[src/fdet_mon_consts.vh]
// constants for the fast-detect threshold and signal-monitor block
// assumes an axi4-lite slave in one clock domain, byte offsets = index * 4
// Operation
// - a 13-bit upper threshold is split into a low byte and a five-bit high part and compared to the magnitude.
// - a 13-bit lower threshold is split into a low byte and a five-bit high part and compared to the magnitude.
// - a 16-bit dwell counter loads from the two dwell bytes and counts time below the lower threshold.
// - with fast detect enabled and force clear, the alarm pin is released to 0 only after the magnitude stays below the lower threshold for the full dwell.
// - with the sync mode bit at 1 only the next valid sysref edge resynchronises the monitor, later ones are ignored.
// - the sync mode bit clears itself once it has been used, acting as a one-shot arm.
// - each monitor window lasts the 24-bit period in output clock cycles, with bit 0 ignored.
// - when force is set the alarm pin shows the force value instead of the comparator.
// - the frame counter increments each time the period counter expires, except when a sysref hit resynchronises the monitor in the same cycle.
// - writing 1 to the update bit latches the selected result into readback and the bit clears itself.
`ifndef FDET_MON_CONSTS_VH
`define FDET_MON_CONSTS_VH
`define IDX_FD_CTRL 12'h245
`define IDX_UTH_LO 12'h247
`define IDX_UTH_HI 12'h248
`define IDX_LTH_LO 12'h249
`define IDX_LTH_HI 12'h24a
`define IDX_DW_LO 12'h24b
`define IDX_DW_HI 12'h24c
`define IDX_SYNC 12'h26f
`define IDX_MONCTL 12'h270
`define IDX_PER0 12'h271
`define IDX_PER1 12'h272
`define IDX_PER2 12'h273
`define IDX_STCTL 12'h274
`define IDX_ST0 12'h275
`define IDX_ST1 12'h276
`define IDX_ST2 12'h277
`define IDX_FRAME 12'h278
`define IDX_IRQ_STAT 12'h280
`define IDX_IRQ_MASK 12'h281
`define RST_PER0 8'h80
`define RST_SEL 3'h1
`define SEL_PEAK 3'h1
`define BIT_FD_EN 0
`define BIT_FORCE_VAL 2
`define BIT_FORCE 3
`define BIT_PEAK_EN 1
`define BIT_SYNC 0
`define BIT_UPDATE 4
`define IRQ_W 3
`define IRQ_ALARM_RISE 0
`define IRQ_PERIOD 1
`define IRQ_SYNCED 2
`define RESP_OKAY 2'h0
`define RESP_SLVERR 2'h2
`endif

[src/fdet_mon.v]
// fast-detect comparator with dwell release and a peak signal monitor, one channel
// assumes magnitude and sysref edge are synchronous to clk_sys, axi4-lite master in same domain
//
// The AXI4-Lite interface to the registers was left to the implementer.
`timescale 1ns/100ps
`include "fdet_mon_consts.vh"
module fdet_mon #(
  parameter MAG_W = 13,
  parameter DWELL_W = 16,
  parameter PER_W = 24
) (
  // clock, reset, enable
  input wire clk_sys,
  input wire rst_n,
  input wire clkEn,
  // converter side
  input wire [MAG_W-1:0] magnitude,
  input wire sysrefEdge,
  input wire sysrefEnabled,
  // alarm and interrupt
  output reg thresholdAlarmPin,
  output reg irq,
  // axi4-lite write address
  input wire [13:0] s_axi_awaddr,
  input wire s_axi_awvalid,
  output reg s_axi_awready,
  // axi4-lite write data
  input wire [31:0] s_axi_wdata,
  input wire [3:0] s_axi_wstrb,
  input wire s_axi_wvalid,
  output reg s_axi_wready,
  // axi4-lite write response
  output reg [1:0] s_axi_bresp,
  output reg s_axi_bvalid,
  input wire s_axi_bready,
  // axi4-lite read address
  input wire [13:0] s_axi_araddr,
  input wire s_axi_arvalid,
  output reg s_axi_arready,
  // axi4-lite read data
  output reg [31:0] s_axi_rdata,
  output reg [1:0] s_axi_rresp,
  output reg s_axi_rvalid,
  input wire s_axi_rready
);

////////////////////////////////////////////////////////////////////////////////
reg [7:0] fdCtrl_q;
reg [12:0] upperTh_q, lowerTh_q;
reg [15:0] dwell_q;
reg syncArm_q, peakEn_q;
reg [23:0] period_q;
reg [2:0] resultSel_q;
reg [19:0] result_q;
reg [7:0] frameCnt_q;
reg [`IRQ_W-1:0] irqStat_q, irqMask_q;
reg [15:0] dwellCnt_q;
reg alarmRaw_q;
reg [PER_W-1:0] perCnt_q;
reg [MAG_W-1:0] peak_q, peakHeld_q;
reg [13:0] awAddr_q;
reg [31:0] wData_q;
reg [3:0] wStrb_q;
reg awHave_q, wHave_q;

////////////////////////////////////////////////////////////////////////////////
// fast detect comparator
wire aboveUpper = magnitude > upperTh_q;
wire belowLower = magnitude < lowerTh_q;
wire fdEn = fdCtrl_q[`BIT_FD_EN];
wire alarmSet = fdEn && aboveUpper;
wire dwellDone = belowLower && (dwellCnt_q == 16'h0000);
wire alarmNext = fdEn && (alarmSet || (alarmRaw_q && !dwellDone));
wire pinNext = fdCtrl_q[`BIT_FORCE] ? fdCtrl_q[`BIT_FORCE_VAL] : alarmNext;

always @(posedge clk_sys) begin
  if (!rst_n) begin
    alarmRaw_q <= 1'b0;
    dwellCnt_q <= 16'h0000;
    thresholdAlarmPin <= 1'b0;
  end else if (clkEn) begin
    alarmRaw_q <= alarmNext;
    thresholdAlarmPin <= pinNext;
    if (!belowLower || alarmSet)
      dwellCnt_q <= dwell_q;
    else if (dwellCnt_q != 16'h0000)
      dwellCnt_q <= dwellCnt_q - 16'h0001;
  end
end

////////////////////////////////////////////////////////////////////////////////
// signal monitor: period, frame count, peak
wire [PER_W-1:0] perLen = {period_q[PER_W-1:1], 1'b0};
wire perExpire = (perCnt_q + {{(PER_W-1){1'b0}}, 1'b1}) >= perLen;
wire syncHit = syncArm_q && sysrefEdge && sysrefEnabled;

always @(posedge clk_sys) begin
  if (!rst_n) begin
    perCnt_q <= {PER_W{1'b0}};
    frameCnt_q <= 8'h00;
    peak_q <= {MAG_W{1'b0}};
    peakHeld_q <= {MAG_W{1'b0}};
  end else if (clkEn) begin
    if (syncHit) begin
      perCnt_q <= {PER_W{1'b0}};
      peak_q <= {MAG_W{1'b0}};
    end else if (perExpire) begin
      perCnt_q <= {PER_W{1'b0}};
      frameCnt_q <= frameCnt_q + 8'h01;
      peakHeld_q <= peakEn_q ? peak_q : peakHeld_q;
      peak_q <= {MAG_W{1'b0}};
    end else begin
      perCnt_q <= perCnt_q + {{(PER_W-1){1'b0}}, 1'b1};
      if (peakEn_q && magnitude > peak_q)
        peak_q <= magnitude;
    end
  end
end

////////////////////////////////////////////////////////////////////////////////
// axi4-lite slave and registers
wire awGo = s_axi_awvalid && s_axi_awready;
wire wGo = s_axi_wvalid && s_axi_wready;
wire [13:0] wrA = awGo ? s_axi_awaddr : awAddr_q;
wire [31:0] wrD = wGo ? s_axi_wdata : wData_q;
wire [3:0] wrS = wGo ? s_axi_wstrb : wStrb_q;
wire wrDo = (awHave_q || awGo) && (wHave_q || wGo) && !s_axi_bvalid;
wire [11:0] wrIdx = wrA[13:2];
wire [11:0] rdIdx = s_axi_araddr[13:2];
wire wrOk = (wrIdx == `IDX_FD_CTRL) || (wrIdx == `IDX_UTH_LO) || (wrIdx == `IDX_UTH_HI) ||
  (wrIdx == `IDX_LTH_LO) || (wrIdx == `IDX_LTH_HI) || (wrIdx == `IDX_DW_LO) || (wrIdx == `IDX_DW_HI) ||
  (wrIdx == `IDX_SYNC) || (wrIdx == `IDX_MONCTL) || (wrIdx == `IDX_PER0) || (wrIdx == `IDX_PER1) ||
  (wrIdx == `IDX_PER2) || (wrIdx == `IDX_STCTL) || (wrIdx == `IDX_IRQ_STAT) || (wrIdx == `IDX_IRQ_MASK);
wire wb = wrDo && wrS[0];
wire [`IRQ_W-1:0] irqEv;
assign irqEv[`IRQ_ALARM_RISE] = alarmNext && !alarmRaw_q;
assign irqEv[`IRQ_PERIOD] = perExpire && !syncHit;
assign irqEv[`IRQ_SYNCED] = syncHit;
wire updReq = wb && (wrIdx == `IDX_STCTL) && wrD[`BIT_UPDATE];

always @(posedge clk_sys) begin
  if (!rst_n) begin
    fdCtrl_q <= 8'h00;
    upperTh_q <= 13'h0000;
    lowerTh_q <= 13'h0000;
    dwell_q <= 16'h0000;
    syncArm_q <= 1'b0;
    peakEn_q <= 1'b0;
    period_q <= {16'h0000, `RST_PER0};
    resultSel_q <= `RST_SEL;
    result_q <= 20'h00000;
    irqStat_q <= {`IRQ_W{1'b0}};
    irqMask_q <= {`IRQ_W{1'b0}};
    irq <= 1'b0;
    awHave_q <= 1'b0;
    wHave_q <= 1'b0;
    awAddr_q <= 14'h0000;
    wData_q <= 32'h00000000;
    wStrb_q <= 4'h0;
    s_axi_awready <= 1'b0;
    s_axi_wready <= 1'b0;
    s_axi_bvalid <= 1'b0;
    s_axi_bresp <= `RESP_OKAY;
    s_axi_arready <= 1'b0;
    s_axi_rvalid <= 1'b0;
    s_axi_rresp <= `RESP_OKAY;
    s_axi_rdata <= 32'h00000000;
  end else if (clkEn) begin
    // write channel capture
    // no new address or data while a response is still pending
    s_axi_awready <= !awHave_q && !awGo && !wrDo && !s_axi_bvalid;
    s_axi_wready <= !wHave_q && !wGo && !wrDo && !s_axi_bvalid;
    if (awGo) begin
      awAddr_q <= s_axi_awaddr;
    end
    if (wGo) begin
      wData_q <= s_axi_wdata;
      wStrb_q <= s_axi_wstrb;
    end
    awHave_q <= wrDo ? 1'b0 : (awHave_q || awGo);
    wHave_q <= wrDo ? 1'b0 : (wHave_q || wGo);
    if (wrDo) begin
      s_axi_bvalid <= 1'b1;
      s_axi_bresp <= wrOk ? `RESP_OKAY : `RESP_SLVERR;
      s_axi_awready <= 1'b0;
      s_axi_wready <= 1'b0;
    end else if (s_axi_bvalid && s_axi_bready) begin
      s_axi_bvalid <= 1'b0;
    end
    if (wb) begin
      case (wrIdx)
        `IDX_FD_CTRL: fdCtrl_q <= {4'h0, wrD[3:2], 1'b0, wrD[0]};
        `IDX_UTH_LO: upperTh_q[7:0] <= wrD[7:0];
        `IDX_UTH_HI: upperTh_q[12:8] <= wrD[4:0];
        `IDX_LTH_LO: lowerTh_q[7:0] <= wrD[7:0];
        `IDX_LTH_HI: lowerTh_q[12:8] <= wrD[4:0];
        `IDX_DW_LO: dwell_q[7:0] <= wrD[7:0];
        `IDX_DW_HI: dwell_q[15:8] <= wrD[7:0];
        `IDX_MONCTL: peakEn_q <= wrD[`BIT_PEAK_EN];
        `IDX_PER0: period_q[7:0] <= wrD[7:0];
        `IDX_PER1: period_q[15:8] <= wrD[7:0];
        `IDX_PER2: period_q[23:16] <= wrD[7:0];
        `IDX_STCTL: resultSel_q <= wrD[2:0];
        `IDX_IRQ_MASK: irqMask_q <= wrD[`IRQ_W-1:0];
        default: ;
      endcase
    end
    // one-shot arm, the sysref hit wins over a rewrite in the same cycle
    if (syncHit)
      syncArm_q <= 1'b0;
    else if (wb && wrIdx == `IDX_SYNC)
      syncArm_q <= wrD[`BIT_SYNC];
    if (updReq)
      result_q <= (resultSel_q == `SEL_PEAK) ? {{(20-MAG_W){1'b0}}, peakHeld_q} : 20'h00000;
    // sticky status, set wins over write-one clear
    irqStat_q <= (irqStat_q & ~((wb && wrIdx == `IDX_IRQ_STAT) ? wrD[`IRQ_W-1:0] : {`IRQ_W{1'b0}})) | irqEv;
    irq <= |(irqStat_q & irqMask_q);
    // read channel
    if (s_axi_rvalid) begin
      s_axi_arready <= 1'b0;
      if (s_axi_rready)
        s_axi_rvalid <= 1'b0;
    end else if (s_axi_arvalid && s_axi_arready) begin
      s_axi_arready <= 1'b0;
      s_axi_rvalid <= 1'b1;
      s_axi_rresp <= `RESP_OKAY;
      case (rdIdx)
        `IDX_FD_CTRL: s_axi_rdata <= {24'h000000, fdCtrl_q};
        `IDX_UTH_LO: s_axi_rdata <= {24'h000000, upperTh_q[7:0]};
        `IDX_UTH_HI: s_axi_rdata <= {27'h0000000, upperTh_q[12:8]};
        `IDX_LTH_LO: s_axi_rdata <= {24'h000000, lowerTh_q[7:0]};
        `IDX_LTH_HI: s_axi_rdata <= {27'h0000000, lowerTh_q[12:8]};
        `IDX_DW_LO: s_axi_rdata <= {24'h000000, dwell_q[7:0]};
        `IDX_DW_HI: s_axi_rdata <= {24'h000000, dwell_q[15:8]};
        `IDX_SYNC: s_axi_rdata <= {31'h00000000, syncArm_q};
        `IDX_MONCTL: s_axi_rdata <= {30'h00000000, peakEn_q, 1'b0};
        `IDX_PER0: s_axi_rdata <= {24'h000000, period_q[7:0]};
        `IDX_PER1: s_axi_rdata <= {24'h000000, period_q[15:8]};
        `IDX_PER2: s_axi_rdata <= {24'h000000, period_q[23:16]};
        `IDX_STCTL: s_axi_rdata <= {29'h00000000, resultSel_q};
        `IDX_ST0: s_axi_rdata <= {24'h000000, result_q[7:0]};
        `IDX_ST1: s_axi_rdata <= {24'h000000, result_q[15:8]};
        `IDX_ST2: s_axi_rdata <= {28'h0000000, result_q[19:16]};
        `IDX_FRAME: s_axi_rdata <= {24'h000000, frameCnt_q};
        `IDX_IRQ_STAT: s_axi_rdata <= {29'h00000000, irqStat_q};
        `IDX_IRQ_MASK: s_axi_rdata <= {29'h00000000, irqMask_q};
        default: begin
          s_axi_rdata <= 32'h00000000;
          s_axi_rresp <= `RESP_SLVERR;
        end
      endcase
    end else begin
      s_axi_arready <= 1'b1;
    end
  end
end

endmodule // fdet_mon

[config.mk]
export PLATFORM = sky130hd
export DESIGN_NAME = fdet_mon
export DESIGN_NICKNAME = d
export VERILOG_FILES = /design/src/fdet_mon.v
export VERILOG_INCLUDE_DIRS = /design/src /design/src/src
export SDC_FILE = /design/constraint.sdc
export NUM_CORES = 1
export LEC_CHECK = 0
export BUFFER_PORTS_ARGS = -buffer_cell sky130_fd_sc_hd__buf_2
export CORE_AREA = 2 2 144 146
export DETAILED_ROUTE_END_ITERATION = 10
export DIE_AREA = 0 0 146 148
export PLACE_DENSITY = 0.78
export SLEW_MARGIN = 20
export SYNTH_ARGS = -nofsm -noshare
export SYNTH_HDL_FRONTEND = slang
export SYNTH_SLANG_ARGS = --single-unit
[constraint.sdc]
create_clock -name clk_sys -period 5.4 [get_ports clk_sys]
set_input_delay 0.27 -clock clk_sys [delete_from_list [all_inputs] [get_ports clk_sys]]
set_output_delay 0.27 -clock clk_sys [all_outputs]
set_load 0.1 [all_outputs]
==> impl_metrics.tcl <==
set metrics [dict create \
    post-cts-setup-buffers 0 \
    grt_pass1_vias 9821 \
    hold_class "input port to flop" \
    fin_total_pwr_w 0.00361 \
    syn_avg_cell_area_um2 8.21 \
    antenna_found_initial 0 \
    max_cap_viol_count 0 \
    ys_seq_area_share_pct 35.2 \
    mostFrequentLayoutCells "dfxtp_1 (208), nand2_1 (170), a21oi_1 (116)" \
    pre_cts_ws_ps 1230 \
    synthesis.instances 1442 \
    place_congestion 0.984 \
    grt_overflow 0 \
    coreArea_mm2 0.0200 \
    final_critical_path_setup_slack_ps 1140 \
    nFillCells 1782 \
    rsz0062_at_grt "false" \
    pin_count 130 \
    drt_first_pass_iters 6 \
    async_reset_ff_share_pct 0 \
    powerDensity_mw_per_mm2 279 \
    layout.cells.most_common "dfxtp_1" \
    totalNegativeSetupSlack_ps 0 \
    vias_per_cell 6.15 \
    drive_gt1_share_pct 11.2 \
    ir_worst_vdd_mv 0.267 \
    wl_per_cell_um 18.9 \
    slew_violations 0 \
    fin_nets 1620 \
    clk_latency_ps 510 \
    status "complete, no violations" \
    syn_to_final_growth_pct 9.30 \
    yosysUniqueCellTypes 84 \
    critPathRequiredTime_ps 5830 \
    antenna_cells 0 \
    cts-root-buf "clkbuf_16" \
    clock_path_buffers 3 \
    finalWirelength_um 33100 \
    clkTransAtPathRegs_ps 60 \
    die_w_um 146 \
    drc_errors 0 \
    cts_hold_buffers 1 \
    hpwl_um 24100 \
    drt_iter0_drc 1161 \
    ys_ff_latch 208 \
    timing.final.crit_period_ps 4260 \
    synth-edff-count 0 \
    tightest_slew_ps 1110 \
    hold_viol 0 \
    clock_sinks 208 \
    grt_max_degree 72 \
    ant_nets 0 \
    critical_path_class "flop to flop" \
    grtUsageTotal_pct 29.9 \
    max_slew_margin_pct 25.6 \
    worstPathArrival_ps 4690 \
    place_inst 1713 \
    setup_viol 0 \
    cts_tree "yes" \
    dominantRegCellSynth "dfxtp_1" \
    final.period_utilization_pct 78.8 \
    h-tree-depth 1 \
    grt_pass1_wl_um 52500 \
    p_leak_nw 4.66 \
    fmax_mhz 235 \
    cts_made_buffers 23 \
    path_max_fanout 13 \
    via_count 10790 \
    fin_cells 1754 \
    initial_core_util_pct 59.1 \
    hold_slack_ps 7.19 \
    endpoint_kind "flop" \
    clock_skew_ps 13.1 \
    ctsResizeCount 0 \
    synth_area_mm2 0.0118 \
    io_buffers 72 \
    critPathLaunchType "flop" \
    dieHeight_um 148 \
    num_rows 52 \
    ys_warn_count 0 \
    die-area_mm2 0.0216 \
]
## flip-flops by register name (all words and copies together), names as in the netlist, 3 cells and up
register	cells
s_axi_rdata	8
period_q	24
irqStat_q	3
wData_q	8
resultSel_q	3
frameCnt_q	8
result_q	13
lowerTh_q	13
upperTh_q	13
perCnt_q	24
fdCtrl_q	3
awAddr_q	12
peak_q	13
dwellCnt_q	16
dwell_q	16
irqMask_q	3
peakHeld_q	13
## layer usage
layer / vias up / wire [um] / share of wire (%) / GRT usage, %
met5: - / 0 / 0 / 0
met4: 0 / 1040 / 3.2 / 10.2
met3: 61 / 2620 / 7.9 / 4.91
met2: 448 / 14900 / 45 / 47.5
met1: 5069 / 14600 / 44 / 41.6
li1: 5212 / - / - / -
## final timing paths
kind | startpoint | end | slack, ps | cells past startpoint
setup / recovery | perCnt_q[0] | peakHeld_q[1] | 1140 | 16
hold / removal | s_axi_awaddr[12] | awAddr_q[12] | 7 | 3
setup reg to reg | perCnt_q[0] | peakHeld_q[1] | 1140 | 16
hold reg to reg | s_axi_rdata[7] | s_axi_rdata[7] | 450 | 2
## cells in the mapped netlist (11+ instances only)
master | instances | area share (%)
dfxtp_1 | 208 | 35
nand2_1 | 170 | 5.4
a21oi_1 | 116 | 4.9
nor2_1 | 108 | 3.4
inv_1 | 79 | 2.5
nand3_1 | 65 | 2.7
ha_1 | 64 | 6.8
mux2i_1 | 64 | 5.4
clkbuf_1 | 58 | 1.8
a211oi_1 | 52 | 3.3
o21ai_0 | 48 | 2.0
nor3_1 | 39 | 1.6
buf_4 | 29 | 1.8
nand4_1 | 24 | 1.3
a22o_1 | 21 | 1.6
a22oi_1 | 21 | 1.3
nand2b_1 | 16 | 0.85
xnor2_1 | 16 | 1.2
a21o_1 | 15 | 0.95
buf_2 | 14 | 0.59
or3_1 | 12 | 0.63
and3_1 | 11 | 0.58
nor2b_1 | 11 | 0.58
## cell type report
| class | count | area [um2] | share of cell area, % |
|---|---|---|---|
| clock buffers | 32 | 669 | 5.17 |
| multi-input cells | 1068 | 6880 | 53.2 |
| well taps | 270 | 338 | 2.61 |
| clock inverters | 8 | 97.6 | 0.754 |
| flip-flops and latches | 208 | 4160 | 32.2 |
| repair buffers | 88 | 483 | 3.73 |
| inverters | 80 | 303 | 2.34 |
## power by group
part           switching (W)  internal (W)  leakage (nW)
clock network       0.000627      0.000958         0.383
registers          0.0000203       0.00155          1.68
logic               0.000329      0.000123          2.59
total               0.000976       0.00263          4.66
## through the flow
stage	util, %	instance area [um2]
final	64.6	12900
after global routing	64.6	12900
after CTS	64.5	12900
after detailed placement	60.6	12200
after global placement	60.6	12200
after floorplan	-	11900
## cell families (layout without fill, tap and decap cells)
group	count (synthesis)	in the layout	share of synthesized area (%)
simple gates	525	525	22.3
compound gates	358	358	20.3
flops	208	208	35.2
buf+inv	191	208	7.57
mux	73	73	6.30
fa+ha+maj	64	64	6.77
xor+xnor	22	22	1.63
other cells	1	26	0.0317
## worst max-delay path, cell delays in order, from the launching register on
cell and delay [ps]:
dfxtp_1 470, ha_1 290, inv_1 60, nor3_1 210, buf_4 180, and2_1 140
and3_1 220, nand3_1 150, xnor2_1 170, ha_1 280, nand4_1 110, or2_2 340
o221a_2 300, o31ai_1 70, buf_4 240, and3_1 680, mux2i_1 270
Note: power is estimated with default switching activity, not from simulation.
